===== src/pkg/das_pkg.sv =====
// Constants, register map and types for the defrost and alarm sequencer.
// Assumes a 40 MHz mclk and 16-bit signed temperatures in tenths.
package das_pkg;
   localparam int unsigned CLK_HZ = 40000000;
   localparam int unsigned SHOW_VAL_S = 2;
   localparam int unsigned SHOW_MSG_S = 1;
   localparam int unsigned SEC_CYC = CLK_HZ;
   // Register byte offsets
   localparam logic [7:0] A_CTRL = 8'h00;
   localparam logic [7:0] A_AL1 = 8'h04;
   localparam logic [7:0] A_AL2 = 8'h08;
   localparam logic [7:0] A_DEF = 8'h0c;
   localparam logic [7:0] A_DTIME = 8'h10;
   localparam logic [7:0] A_MEAS = 8'h14;
   localparam logic [7:0] A_STAT = 8'h18;
   localparam logic [7:0] A_CMD = 8'h1c;
   // Reset values
   localparam logic [31:0] CTRL_RST = 32'h0000_0000;
   localparam logic [31:0] AL_RST = 32'h0000_0000;
   localparam logic [31:0] DEF_RST = 32'h0000_0000;
   localparam logic [31:0] DTIME_RST = 32'h000a_0064;
   // Field positions in CTRL
   localparam int CT_COOL = 0;
   localparam int CT_PID = 1;
   localparam int CT_SND = 2;
   localparam int CT_LATCH = 3;
   localparam int CT_MAN = 4;
   localparam int CT_TUNE = 5;
   localparam int CT_SENSF = 6;
   localparam int CT_BIN_LO = 8;
   localparam int CT_AUXF_LO = 12;
   localparam int CT_MANV_LO = 16;
   localparam logic [3:0] AUXF_DEFROST = 4'h9;
   localparam logic [2:0] BIN_ALRST = 3'h2;
   localparam logic [2:0] BIN_DEFROST = 3'h5;
   localparam logic [9:0] PCT_FULL = 10'h3e8;
   localparam logic [1:0] CMD_CLR = 2'h3;
   typedef enum logic [1:0] {
      DM_OFF = 2'h0, DM_CYCLIC = 2'h1, DM_ONDEMAND = 2'h2
   } das_dmode_t;
   typedef enum logic [1:0] {
      DS_IDLE = 2'b00, DS_PEND = 2'b01, DS_RUN = 2'b11
   } das_dstate_t;
endpackage


===== src/hw/das_top.sv =====
// Alarm evaluation, manual override and defrost sequencing, AXI4-Lite regs.
// Assumes measured value, set point and keys are synchronous to mclk.
//
// The register offsets and the AXI4-Lite slave port were left to the implementer.
`timescale 1ns/10ps
module das_top
   import das_pkg::*;
#(
   parameter int unsigned TICK_CYC = SEC_CYC
) (
   input wire logic mclk,
   input wire logic nrst,
   input wire logic [15:0] measured_value,
   input wire logic [15:0] set_point,
   input wire logic bin_contact,
   input wire logic cooling_output,
   input wire logic key_clear_pair,
   input wire logic key_display,
   input wire logic [9:0] auto_signal,
   input wire logic [3:0] s_axi_awaddr,
   input wire logic s_axi_awvalid,
   output logic s_axi_awready,
   input wire logic [31:0] s_axi_wdata,
   input wire logic [3:0] s_axi_wstrb,
   input wire logic s_axi_wvalid,
   output logic s_axi_wready,
   output logic [1:0] s_axi_bresp,
   output logic s_axi_bvalid,
   input wire logic s_axi_bready,
   input wire logic [4:0] s_axi_araddr,
   input wire logic s_axi_arvalid,
   output logic s_axi_arready,
   output logic [31:0] s_axi_rdata,
   output logic [1:0] s_axi_rresp,
   output logic s_axi_rvalid,
   input wire logic s_axi_rready,
   output logic [1:0] alarm_out,
   output logic sound_alarm,
   output logic [9:0] control_signal,
   output logic manual_led,
   output logic show_percent,
   output logic show_defrost_msg,
   output logic auxiliary_output,
   output logic defrost_active
);
   // ------------------------------------------------------------
   // State
   // ------------------------------------------------------------
   typedef struct packed {
      logic [31:0] ctrl;
      logic [31:0] al1;
      logic [31:0] al2;
      logic [31:0] def;
      logic [31:0] dtime;
      logic aw_got;
      logic w_got;
      logic [4:0] aw_a;
      logic [31:0] w_d;
      logic [3:0] w_s;
      logic bvalid;
      logic rvalid;
      logic [31:0] rdata;
      logic [1:0] rresp;
      logic [1:0] alarm;
      logic [1:0] latched;
      logic bin_prev;
      das_dstate_t dst;
      logic [31:0] tick;
      logic [15:0] sec_run;
      logic [15:0] sec_int;
      logic [1:0] ph;
      logic [9:0] csig;
      logic blink;
      logic sound;
      logic aux;
      logic pct;
   } das_state_t;

   das_state_t st_ff, nxt_st;

   // ------------------------------------------------------------
   // Helpers
   // ------------------------------------------------------------
   // Hysteresis comparator: returns the new alarm level
   function automatic logic hyst(input logic prev,
                                 input logic signed [16:0] q,
                                 input logic signed [16:0] thr,
                                 input logic signed [16:0] hy,
                                 input logic low);
      logic hi_on;
      logic hi_off;
      hi_on = low ? (q < thr - hy) : (q > thr + hy);
      hi_off = low ? (q > thr + hy) : (q < thr - hy);
      hyst = hi_on || (prev && !hi_off);
   endfunction

   function automatic logic [31:0] wmerge(input logic [31:0] o,
                                          input logic [31:0] d,
                                          input logic [3:0] s);
      logic [31:0] r;
      r = o;
      for (int i = 0; i < 4; i++) begin
         if (s[i]) begin
            r[8*i +: 8] = d[8*i +: 8];
         end
      end
      wmerge = r;
   endfunction

   logic signed [16:0] pv_s;
   logic signed [16:0] dev_s;
   logic [2:0] bin_fn;
   das_dmode_t dmode;
   logic end_by_temp;
   logic [15:0] dend;
   logic start_ok;
   logic reached_end;
   logic bin_edge;
   logic clr_req;
   logic wr_fire;
   logic abort;
   logic [9:0] man_v;

   assign pv_s = {measured_value[15], measured_value};
   assign dev_s = {set_point[15], set_point} - pv_s;
   assign bin_fn = st_ff.ctrl[CT_BIN_LO +: 3];
   assign dmode = das_dmode_t'(st_ff.def[1:0]);
   assign end_by_temp = st_ff.def[2];
   assign dend = st_ff.def[31:16];
   assign bin_edge = bin_contact && !st_ff.bin_prev;
   assign wr_fire = st_ff.aw_got && st_ff.w_got && !st_ff.bvalid;

   // Start interlocks
   assign start_ok = ($signed(measured_value) <= $signed(set_point)) &&
      !cooling_output &&
      ($signed(measured_value) < $signed(dend));
   assign reached_end = end_by_temp && !st_ff.ctrl[CT_SENSF] &&
      ($signed(measured_value) >= $signed(dend));
   assign abort = st_ff.ctrl[CT_MAN] || st_ff.ctrl[CT_TUNE] ||
      (dmode == DM_OFF && st_ff.dst == DS_RUN &&
       !st_ff.def[3]);

   // Manual value snapped to 0/100 % under on-off control
   always_comb begin
      man_v = st_ff.ctrl[CT_MANV_LO +: 10];
      if (man_v > PCT_FULL) begin
         man_v = PCT_FULL;
      end
      if (!st_ff.ctrl[CT_PID]) begin
         man_v = (man_v >= PCT_FULL / 10'd2) ? PCT_FULL : 10'h000;
      end
   end

   // ------------------------------------------------------------
   // Next state
   // ------------------------------------------------------------
   always_comb begin
      logic req_new;
      logic sec_tick;
      logic run_done;
      logic [31:0] wv;
      req_new = 1'b0;
      sec_tick = 1'b0;
      run_done = 1'b0;
      wv = 32'h0000_0000;
      nxt_st = st_ff;
      clr_req = 1'b0;

      // Bus write channel: address and data in either order
      if (s_axi_awvalid && !st_ff.aw_got) begin
         nxt_st.aw_got = 1'b1;
         nxt_st.aw_a = {s_axi_awaddr, 1'b0};
      end
      if (s_axi_wvalid && !st_ff.w_got) begin
         nxt_st.w_got = 1'b1;
         nxt_st.w_d = s_axi_wdata;
         nxt_st.w_s = s_axi_wstrb;
      end
      if (wr_fire) begin
         nxt_st.bvalid = 1'b1;
         wv = st_ff.w_d;
         unique case ({3'h0, st_ff.aw_a})
            A_CTRL: nxt_st.ctrl = wmerge(st_ff.ctrl, wv, st_ff.w_s);
            A_AL1: nxt_st.al1 = wmerge(st_ff.al1, wv, st_ff.w_s);
            A_AL2: nxt_st.al2 = wmerge(st_ff.al2, wv, st_ff.w_s);
            A_DEF: nxt_st.def = wmerge(st_ff.def, wv, st_ff.w_s);
            A_DTIME: nxt_st.dtime = wmerge(st_ff.dtime, wv, st_ff.w_s);
            A_CMD: clr_req = st_ff.w_s[0] && wv[1:0] == CMD_CLR;
            default: ;
         endcase
      end
      if (st_ff.bvalid && s_axi_bready) begin
         nxt_st.bvalid = 1'b0;
         nxt_st.aw_got = 1'b0;
         nxt_st.w_got = 1'b0;
      end

      // Bus read channel
      if (s_axi_arvalid && !st_ff.rvalid) begin
         nxt_st.rvalid = 1'b1;
         nxt_st.rresp = 2'h0;
         unique case ({3'h0, s_axi_araddr[4:2], 2'h0})
            A_CTRL: nxt_st.rdata = st_ff.ctrl;
            A_AL1: nxt_st.rdata = st_ff.al1;
            A_AL2: nxt_st.rdata = st_ff.al2;
            A_DEF: nxt_st.rdata = st_ff.def;
            A_DTIME: nxt_st.rdata = st_ff.dtime;
            A_MEAS: nxt_st.rdata = {16'h0000, measured_value};
            A_STAT: nxt_st.rdata = {16'h0000, 6'h00, st_ff.csig};
            default: nxt_st.rdata = {24'h000000, st_ff.latched,
               st_ff.alarm, st_ff.aux, st_ff.sound, st_ff.dst};
         endcase
      end
      if (st_ff.rvalid && s_axi_rready) begin
         nxt_st.rvalid = 1'b0;
      end

      // Alarms: al fields [15:0] threshold, [27:16] hysteresis,
      // [28] relative, [29] low side, [30] enable
      // Key pair clears only in normal mode; in manual mode it has no effect
      clr_req = clr_req || (key_clear_pair && !st_ff.ctrl[CT_MAN]) ||
         (bin_fn == BIN_ALRST && bin_edge);
      for (int a = 0; a < 2; a++) begin
         logic [31:0] c;
         logic lvl;
         c = (a == 0) ? st_ff.al1 : st_ff.al2;
         lvl = hyst(st_ff.alarm[a], c[28] ? dev_s : pv_s,
            {c[15], c[15:0]}, {5'h00, c[27:16]}, c[29]);
         nxt_st.alarm[a] = c[30] && lvl;
         if (st_ff.ctrl[CT_LATCH] && nxt_st.alarm[a]) begin
            nxt_st.latched[a] = 1'b1;
         end else if (clr_req || !st_ff.ctrl[CT_LATCH]) begin
            nxt_st.latched[a] = 1'b0;
         end
      end
      nxt_st.sound = st_ff.ctrl[CT_SND] &&
         (|nxt_st.alarm || |nxt_st.latched);

      // Seconds timebase
      nxt_st.tick = st_ff.tick + 32'd1;
      if (st_ff.tick >= TICK_CYC - 1) begin
         nxt_st.tick = 32'h0000_0000;
         sec_tick = 1'b1;
      end

      // Manual mode and percentage display
      nxt_st.csig = st_ff.ctrl[CT_MAN] ? man_v : auto_signal;
      nxt_st.pct = key_display || st_ff.ctrl[CT_MAN];
      if (sec_tick) begin
         nxt_st.blink = st_ff.ctrl[CT_MAN] && !st_ff.blink;
      end
      if (!st_ff.ctrl[CT_MAN]) begin
         nxt_st.blink = 1'b0;
      end

      // Defrost sequencer
      nxt_st.bin_prev = bin_contact;
      if (bin_fn == BIN_DEFROST && bin_edge) begin
         req_new = 1'b1;
      end
      if (dmode == DM_CYCLIC && st_ff.dst != DS_RUN && sec_tick) begin
         if (st_ff.sec_int + 16'd1 >= st_ff.dtime[15:0]) begin
            req_new = 1'b1;
            nxt_st.sec_int = 16'h0000;
         end else begin
            nxt_st.sec_int = st_ff.sec_int + 16'd1;
         end
      end
      if (dmode == DM_ONDEMAND) begin
         req_new = 1'b1;
      end
      if (!st_ff.ctrl[CT_COOL]) begin
         req_new = 1'b0;
      end
      unique case (st_ff.dst)
         DS_IDLE: begin
            if (req_new) begin
               nxt_st.dst = DS_PEND;
            end
         end
         DS_PEND: begin
            // Manual mode and self-tuning hold the request, not drop it
            if (!st_ff.ctrl[CT_COOL]) begin
               nxt_st.dst = DS_IDLE;
            end else if (start_ok && !st_ff.ctrl[CT_MAN] &&
               !st_ff.ctrl[CT_TUNE]) begin
               nxt_st.dst = DS_RUN;
               nxt_st.sec_run = 16'h0000;
               nxt_st.ph = 2'h0;
               nxt_st.def[3] = bin_fn == BIN_DEFROST && dmode == DM_OFF;
            end
         end
         DS_RUN: begin
            if (sec_tick) begin
               nxt_st.sec_run = st_ff.sec_run + 16'd1;
               nxt_st.ph = (st_ff.ph == 2'h2) ? 2'h0 : st_ff.ph + 2'h1;
            end
            run_done = reached_end ||
               (sec_tick && st_ff.sec_run + 16'd1 >=
                st_ff.dtime[31:16]);
            if (abort || !st_ff.ctrl[CT_COOL]) begin
               nxt_st.dst = DS_IDLE;
            end else if (run_done) begin
               nxt_st.dst = DS_IDLE;
               nxt_st.sec_int = 16'h0000;
               if (dmode == DM_ONDEMAND) begin
                  nxt_st.def[1:0] = DM_OFF;
               end
            end
         end
         default: nxt_st.dst = DS_IDLE;
      endcase
      nxt_st.aux = nxt_st.dst == DS_RUN &&
         st_ff.ctrl[CT_AUXF_LO +: 4] == AUXF_DEFROST;
   end

   always_ff @(posedge mclk or negedge nrst) begin
      if (!nrst) begin
         st_ff <= '0;
         st_ff.ctrl <= CTRL_RST;
         st_ff.al1 <= AL_RST;
         st_ff.al2 <= AL_RST;
         st_ff.def <= DEF_RST;
         st_ff.dtime <= DTIME_RST;
         st_ff.dst <= DS_IDLE;
      end else begin
         st_ff <= nxt_st;
      end
   end

   // ------------------------------------------------------------
   // Outputs
   // ------------------------------------------------------------
   assign s_axi_awready = !st_ff.aw_got;
   assign s_axi_wready = !st_ff.w_got;
   assign s_axi_bvalid = st_ff.bvalid;
   assign s_axi_bresp = 2'h0;
   assign s_axi_arready = !st_ff.rvalid;
   assign s_axi_rvalid = st_ff.rvalid;
   assign s_axi_rdata = st_ff.rdata;
   assign s_axi_rresp = st_ff.rresp;
   assign alarm_out = st_ff.alarm | st_ff.latched;
   assign sound_alarm = st_ff.sound;
   assign control_signal = st_ff.csig;
   assign manual_led = st_ff.blink;
   assign show_percent = st_ff.pct;
   assign defrost_active = st_ff.dst == DS_RUN;
   // Two seconds of value, then one of message
   assign show_defrost_msg = defrost_active && st_ff.ph == 2'h2;
   assign auxiliary_output = st_ff.aux;

   // ------------------------------------------------------------
   // Assertions
   // ------------------------------------------------------------
   property p_cool_only;
      @(posedge mclk) disable iff (!nrst)
      !st_ff.ctrl[CT_COOL] |=> !defrost_active;
   endproperty
   a_cool_only: assert property (p_cool_only) else $error("no cool");
   // Nothing may start while an interlock is unmet
   property p_start;
      @(posedge mclk) disable iff (!nrst)
      !defrost_active && !start_ok |=> !defrost_active;
   endproperty
   a_start: assert property (p_start) else $error("start interlock");
   property p_abort;
      @(posedge mclk) disable iff (!nrst)
      defrost_active && st_ff.ctrl[CT_MAN] |=> !defrost_active;
   endproperty
   a_abort: assert property (p_abort) else $error("manual abort");
   property p_sound;
      @(posedge mclk) disable iff (!nrst)
      !st_ff.ctrl[CT_SND] |=> !sound_alarm;
   endproperty
   a_sound: assert property (p_sound) else $error("sound disabled");
   property p_aux;
      @(posedge mclk) disable iff (!nrst)
      auxiliary_output == (defrost_active &&
         $past(st_ff.ctrl[CT_AUXF_LO +: 4]) == AUXF_DEFROST);
   endproperty
   a_aux: assert property (p_aux) else $error("aux outside defrost");
   // Message only ever follows the two value phases of a running defrost
   property p_msg;
      @(posedge mclk) disable iff (!nrst)
      $rose(show_defrost_msg) |-> $past(defrost_active) &&
         $past(st_ff.ph) == 2'h1;
   endproperty
   a_msg: assert property (p_msg) else $error("message phase");
   property p_manual;
      @(posedge mclk) disable iff (!nrst)
      st_ff.ctrl[CT_MAN] && !st_ff.ctrl[CT_PID] && $stable(st_ff.ctrl)
      |=> control_signal == 10'h000 || control_signal == PCT_FULL;
   endproperty
   a_manual: assert property (p_manual) else $error("on-off manual");
   property p_latch;
      @(posedge mclk) disable iff (!nrst)
      st_ff.ctrl[CT_LATCH] && st_ff.latched[0] && !clr_req
      ##1 st_ff.ctrl[CT_LATCH] |-> st_ff.latched[0];
   endproperty
   a_latch: assert property (p_latch) else $error("latch lost");

   c_run: cover property (@(posedge mclk) disable iff (!nrst)
      st_ff.dst == DS_PEND ##1 defrost_active);
   c_alarm: cover property (@(posedge mclk) disable iff (!nrst) sound_alarm);
   c_aux: cover property (@(posedge mclk) disable iff (!nrst)
      auxiliary_output);
endmodule


===== config.mk =====
export PLATFORM = sky130hd
export DESIGN_NAME = das_top
export DESIGN_NICKNAME = d
export VERILOG_FILES = /design/src/pkg/das_pkg.sv /design/src/hw/das_top.sv
export SDC_FILE = /design/constraint.sdc
export NUM_CORES = 1
export LEC_CHECK = 0
export BUFFER_PORTS_ARGS = -buffer_cell sky130_fd_sc_hd__buf_2
export CORE_UTILIZATION = 50
export CTS_CLUSTER_DIAMETER = 100
export DETAILED_ROUTE_END_ITERATION = 8
export PLACE_DENSITY = 0.76
export SYNTH_ARGS = -nofsm -noshare
export SYNTH_HDL_FRONTEND = slang
export SYNTH_SLANG_ARGS = --single-unit

===== constraint.sdc =====
create_clock -name mclk -period 6.1 [get_ports mclk]
set_input_delay 0.915 -clock mclk [delete_from_list [all_inputs] [get_ports mclk]]
set_output_delay 0.915 -clock mclk [all_outputs]
set_load 0.05 [all_outputs]

# [After elaboration in Yosys (flattened, before gate mapping)]
# Index checks and enable logic that the tools add are counted.
[op_classes] add_sub_neg=9 magnitude_cmp=12 n_eq_ne=26 muxes=68 bitwise_logic=1 reduce_logical=92
[op_table] operator="one-hot mux 32 bit (7 select lines)" count=1
[op_table] operator="two-way mux 16 bit" count=8
[op_table] operator="two-way mux 32 bit" count=2
[op_table] operator="AND reduction 3 bit" count=20
[op_table] operator=">= comparator 16 bit" count=3
[op_table] operator="two-way mux 10 bit" count=4
[op_table] operator="two-way mux 36 bit" count=1
[op_table] operator="two-way mux 35 bit" count=1
[op_table] operator="adder 16 x 13 -> 17 bit" count=2
[op_table] operator="greater-than comparator 17 bit" count=2
[op_table] operator="logical AND 1 bit" count=34
[op_table] operator="less-than comparator 17 bit" count=2
[op_table] operator="two-way mux 17 bit" count=2
[op_table] operator="subtractor 16 x 13 -> 17 bit" count=2
[op_table] operator="adder 16 x 1 -> 16 bit, second input constant" count=2
[op_table] operator="adder 32 x 1 -> 32 bit, second input constant" count=1
[op_table] operator=">= comparator 32 x 26 -> 1 bit, second input constant" count=1
[op_table] operator="two-way mux 8 bit" count=4
[op_table] operator="one-hot mux 16 bit (2 select lines)" count=1
[op_table] operator="two-way mux 2 bit" count=14
[op_table] operator="two-way mux 1 bit" count=26
[op_table] operator="subtractor 16 x 16 -> 17 bit" count=1
[op_table] operator="less-or-equal comparator 16 bit" count=1
[op_table] operator="less-than comparator 16 bit" count=1
[op_table] operator="other kinds (25)" count=72
[totals] register_bits=323 inputBits=98 output_inout_bits=59

# [Depth between registers and ports, before layout]
[depth] word_depth=13 ltp_mapped=24 ltp_nobuf=24

# [Worst setup path after synthesis]
# No wires, ideal clock.
[synth_path] path_type="input port to flip-flop" start="input port measured_value[1]" end="register st_ff (netlist bit sound_alarm)" arrival_time_ns=4.871 t_required_ns=5.976 setup_slack_ns=1.105 cell_stages=24 n_path_buf=0 cell_sequence="inv_1 -> ha_1 -> nor2b_1 -> o31a_1 -> or2_2 -> nor2_1 -> nor2_1 -> o21ai_0 -> nand2b_1 -> a21oi_1 -> xnor2_1 -> nand2_1 -> o21ai_0 -> ha_1 -> nand4_1 -> or3_1 -> o31ai_1 -> a21oi_1 -> o21a_1 -> maj3_1 -> o31ai_1 -> mux2_2 -> a21boi_2 -> o31a_1"
[synth_lines] element="start: declaration" line="das_top.sv:13" text="input wire logic [15:0] measured_value,"
[synth_lines] element="end signal: assignment" line="das_top.sv:327" text="st_ff <= nxt_st;"
[synth_lines] element="end: declaration" line="das_top.sv:79" text="das_state_t st_ff, nxt_st;"

==> metrics.md <==
| Metric | Value |
|---|---|
| Clock Path Buffers | 3 |
| Power per cell area | 535.1 mW/mm^2 |
| Cell count after synthesis | 2,160 |
| Final std cells w/o fill | 2,813 |
| Hold buffers post-CTS | 0 |
| Synth cell types | 96 |
| Hold Vio Cnt, Final | 0 |
| Synth Area in Simple Gates | 0.1323 |
| Dpl hpwl | 47.38 mm |
| Global Route met3 Usage | 0.06673 |
| Top cells by area, synth | dfrtp_1, mux2_2, ha_1 |
| Top_reg_cell synth | dfrtp_1 |
| Via count | 17,080 |
| VDD IR-drop max | 327.1 uV |
| Num CTS Buffers | 37 |
| Xor and xnor area share after synthesis | 0.04893 |
| Die area | 0.04369 mm^2 |
| Top post-synthesis cells by count | dfrtp_1, mux2_2, nand2_1, ha_1, nor2_1 |
| DR pass1 iterations | 6 |
| GRT busiest layer | met2 |
| Worst Skew | 37.57 ps |
| Postcts setup bufs | 0 |
| Die Ht | 209.0 um |
| Pre-CTS WS | 313.8 ps |
| I/O Pins | 157 |
| Worst-path maximum fanout | 6 |
| Root buffer cell | clkbuf_16 |
| Crit path from | measured_value[1] |
| Adder-cell share of the synthesized area | 0.1053 |
| Initial DRC count | 1,504 |
| # nets final | 2,518 |
| Dpl cell area | 0.02234 mm^2 |
| Register area share after synthesis | 0.3775 |
| Routability congestion estimate | 1.008 |
| Area leader, netlist | dfrtp_1 |
| Antenna-violating nets left | 0 |
| #FFs+latches synth | 323 |
| Initial antenna violation count | 2 |
| Min-Delay Path Class | in2async |
| Post-synthesis compound-gate area fraction | 0.1373 |
| Largest net degree at the start of global routing | 167 |
| DR DRC count | 0 |
| Clock Latency Late Sink | 570 ps |
| Fill cells | 3,560 |
| Synth async-reset ratio | 1.000 |
| Req. time, crit path | 6530 ps |
| Reg-to-reg startpoint | st_ff[262] |
| Static Leakage | 11.03 nW |
| Tmin final | 5303 ps |
| Mean Syn Cell Area | 9.920 um^2 |
| Met1 GRT Util | 0.3770 |
| Setup slack after layout | 796.6 ps |
| Design area | 0.02360 mm^2 |
| CTS tree | built |
| Pint | 7.017 mW |
| Largest family of logic cells by synthesized area | multiplexers |
| Max-slew headroom | 0.1899 |
| Count leader, synth | dfrtp_1 |
| Register share of total power | 0.307 |
| First-pass GRT wire length | 95.28 mm |
| Yosys top cell area share | 0.3714 |
| Area Growth Syn to Fin | 10.14% |
| Share of cells above drive strength 1 | 0.2208 |
| Via/cell ratio | 6.071 |
| Net switching power | 5.610 mW |
| Final Power | 12.63 mW |
| Max-cap violations | 0 |
| Fmax | 188.6 MHz |
| Remaining Overflow, GRT | 0 |
| Die width | 209.0 um |
| Critical setup path kind | in2reg |
| Sw frac | 0.4443 |
| Critical path arrival | 5730 ps |
| Final core utilization | 0.5601 |
| Core area | 0.04213 mm^2 |
| Syn. warnings | 0 |
| Worst slew pin tran | 1213 ps |
| Combinational power share | 0.512 |
| Cell Area, Synth | 0.02143 mm^2 |
| Htree depth | 2 |
| Setup TNS | 0 ps |
| Post-Place Cells | 2,746 |
| Vias in the first global route | 16,920 |
| Clk pin slew, worst setup/hold paths | 60 ps |
| CP Launch Type | input port |
| Run status | finished, final reports clean |
| Initial core utilization | 0.5085 |
| Rows | 75 |
| Met2 usage | 0.4399 |
| Total GRT Usage | 0.2829 |
| Post-synth EDFFs | 0 |
| Tcrit/Tclk final | 0.8694 |
| # port buffers | 150 |
| Max Slew Vio Count | 0 |
| CP endpoint kind | flip-flop |
| Fin Hold WS | 373.1 ps |
| CTS Sinks | 323 |
| Final setup violation count | 0 |
| Mux contribution to synthesized area | 0.1438 |
| RSZ-0062 raised after global routing | no |
| Number of gates resized after cts | 0 |
| Power share of the clock group | 0.181 |
| Routed WL | 61.63 mm |
| DR WL/cell | 21.91 um |
| ANT cells | 0 |
[flip-flops by register name, indices dropped and copies added (netlist names), 2 cells and up]
register,count
dmode,2
control_signal,10
dend,16
bin_fn,3
st_ff,253
s_axi_rdata,32
[per-layer routing]
metal  vias up  part of all wire  wire (um)
met5         -           0.00013          8
li1       7816                 -          -
met2       677              0.45      27760
met3       146             0.089       5501
met4         2             0.042       2595
met1      8438              0.42      25770
[cell type report]
type / count / area [um^2] / area share
sequential: 323 / 8089 / 0.3428
tap: 539 / 674.4 / 0.02858
inverter: 139 / 521.8 / 0.02211
multi-input combinational: 1587 / 12220 / 0.5179
clock inverter: 17 / 192.7 / 0.008165
timing repair buffer: 158 / 833.3 / 0.03531
clock buffer: 50 / 1066 / 0.04517
[worst max-delay path, stage by stage]
cell and delay [ps]:
buf_2 220, inv_1 80, ha_1 310, nor2b_1 150, o31a_1 290, or2_2 300
nor2_1 100, nor2_1 70, o21ai_0 150, nand2b_1 70, a21oi_1 170, xnor2_1 110
nand2_1 70, o21ai_0 180, ha_1 360, nand4_1 90, or3_1 430, o31ai_1 120
a21oi_1 110, o21a_1 190, maj3_1 340, o31ai_1 290, mux2_2 230, a21boi_2 80
o31a_1 300
[layout by cell type, fill, tap and decap left out, types with 16 or more instances in the layout]
| master | netlist | final |
|---|---|---|
| a21oi_1 | 86 | 85 |
| nand4_1 | 25 | 25 |
| xnor2_1 | 66 | 66 |
| nand2b_1 | 28 | 28 |
| nor3_1 | 35 | 35 |
| mux4_2 | 28 | 28 |
| nor2_1 | 146 | 146 |
| o22ai_1 | 16 | 16 |
| nor2b_1 | 33 | 32 |
| mux2_2 | 207 | 207 |
| nand2_1 | 189 | 188 |
| buf_2 | 5 | 149 |
| clkbuf_16 | 0 | 38 |
| inv_1 | 138 | 138 |
| a22oi_1 | 18 | 18 |
| xor2_1 | 50 | 50 |
| dfrtp_1 | 318 | 318 |
| ha_1 | 169 | 169 |
| nand3_1 | 52 | 52 |
| a21o_1 | 35 | 35 |
| and3_1 | 21 | 21 |
| o21ai_0 | 132 | 132 |
| o21a_1 | 20 | 20 |
[logic make-up (layout without fill, tap and decap cells)]
logic type                 Yosys count  after routing
and+or+nand+nor                    591            591
muxes                              247            247
DFF                                323            323
xor gates and xnor gates           118            118
adders and majority gates          178            178
AOI/OAI and AO/OA                  443            443
buffers and inverters              259            364
other                                1             10
[power groups by stage]
stage | combinational (mW) | clock, mW | sequential, mW
after floorplan | 5.09 | 0 | 3.38
after global placement | 6.07 | 0 | 3.80
after detailed placement | 6.35 | 0 | 3.86
after CTS | 6.40 | 2.31 | 3.83
after global routing | 7.09 | 2.39 | 3.95
final | 6.46 | 2.28 | 3.88
[final timing paths]
path,end,slack [ps],cells past startpoint
setup / recovery,sound_alarm,800,25
hold / removal,st_ff[154],370,1
setup reg to reg,sound_alarm,1390,19
hold reg to reg,s_axi_rdata[10],470,2
max in group asynchronous,s_axi_rdata[7],4330,2
min in group mclk,st_ff[82],470,1
Note: power is estimated with default switching activity, not from simulation.
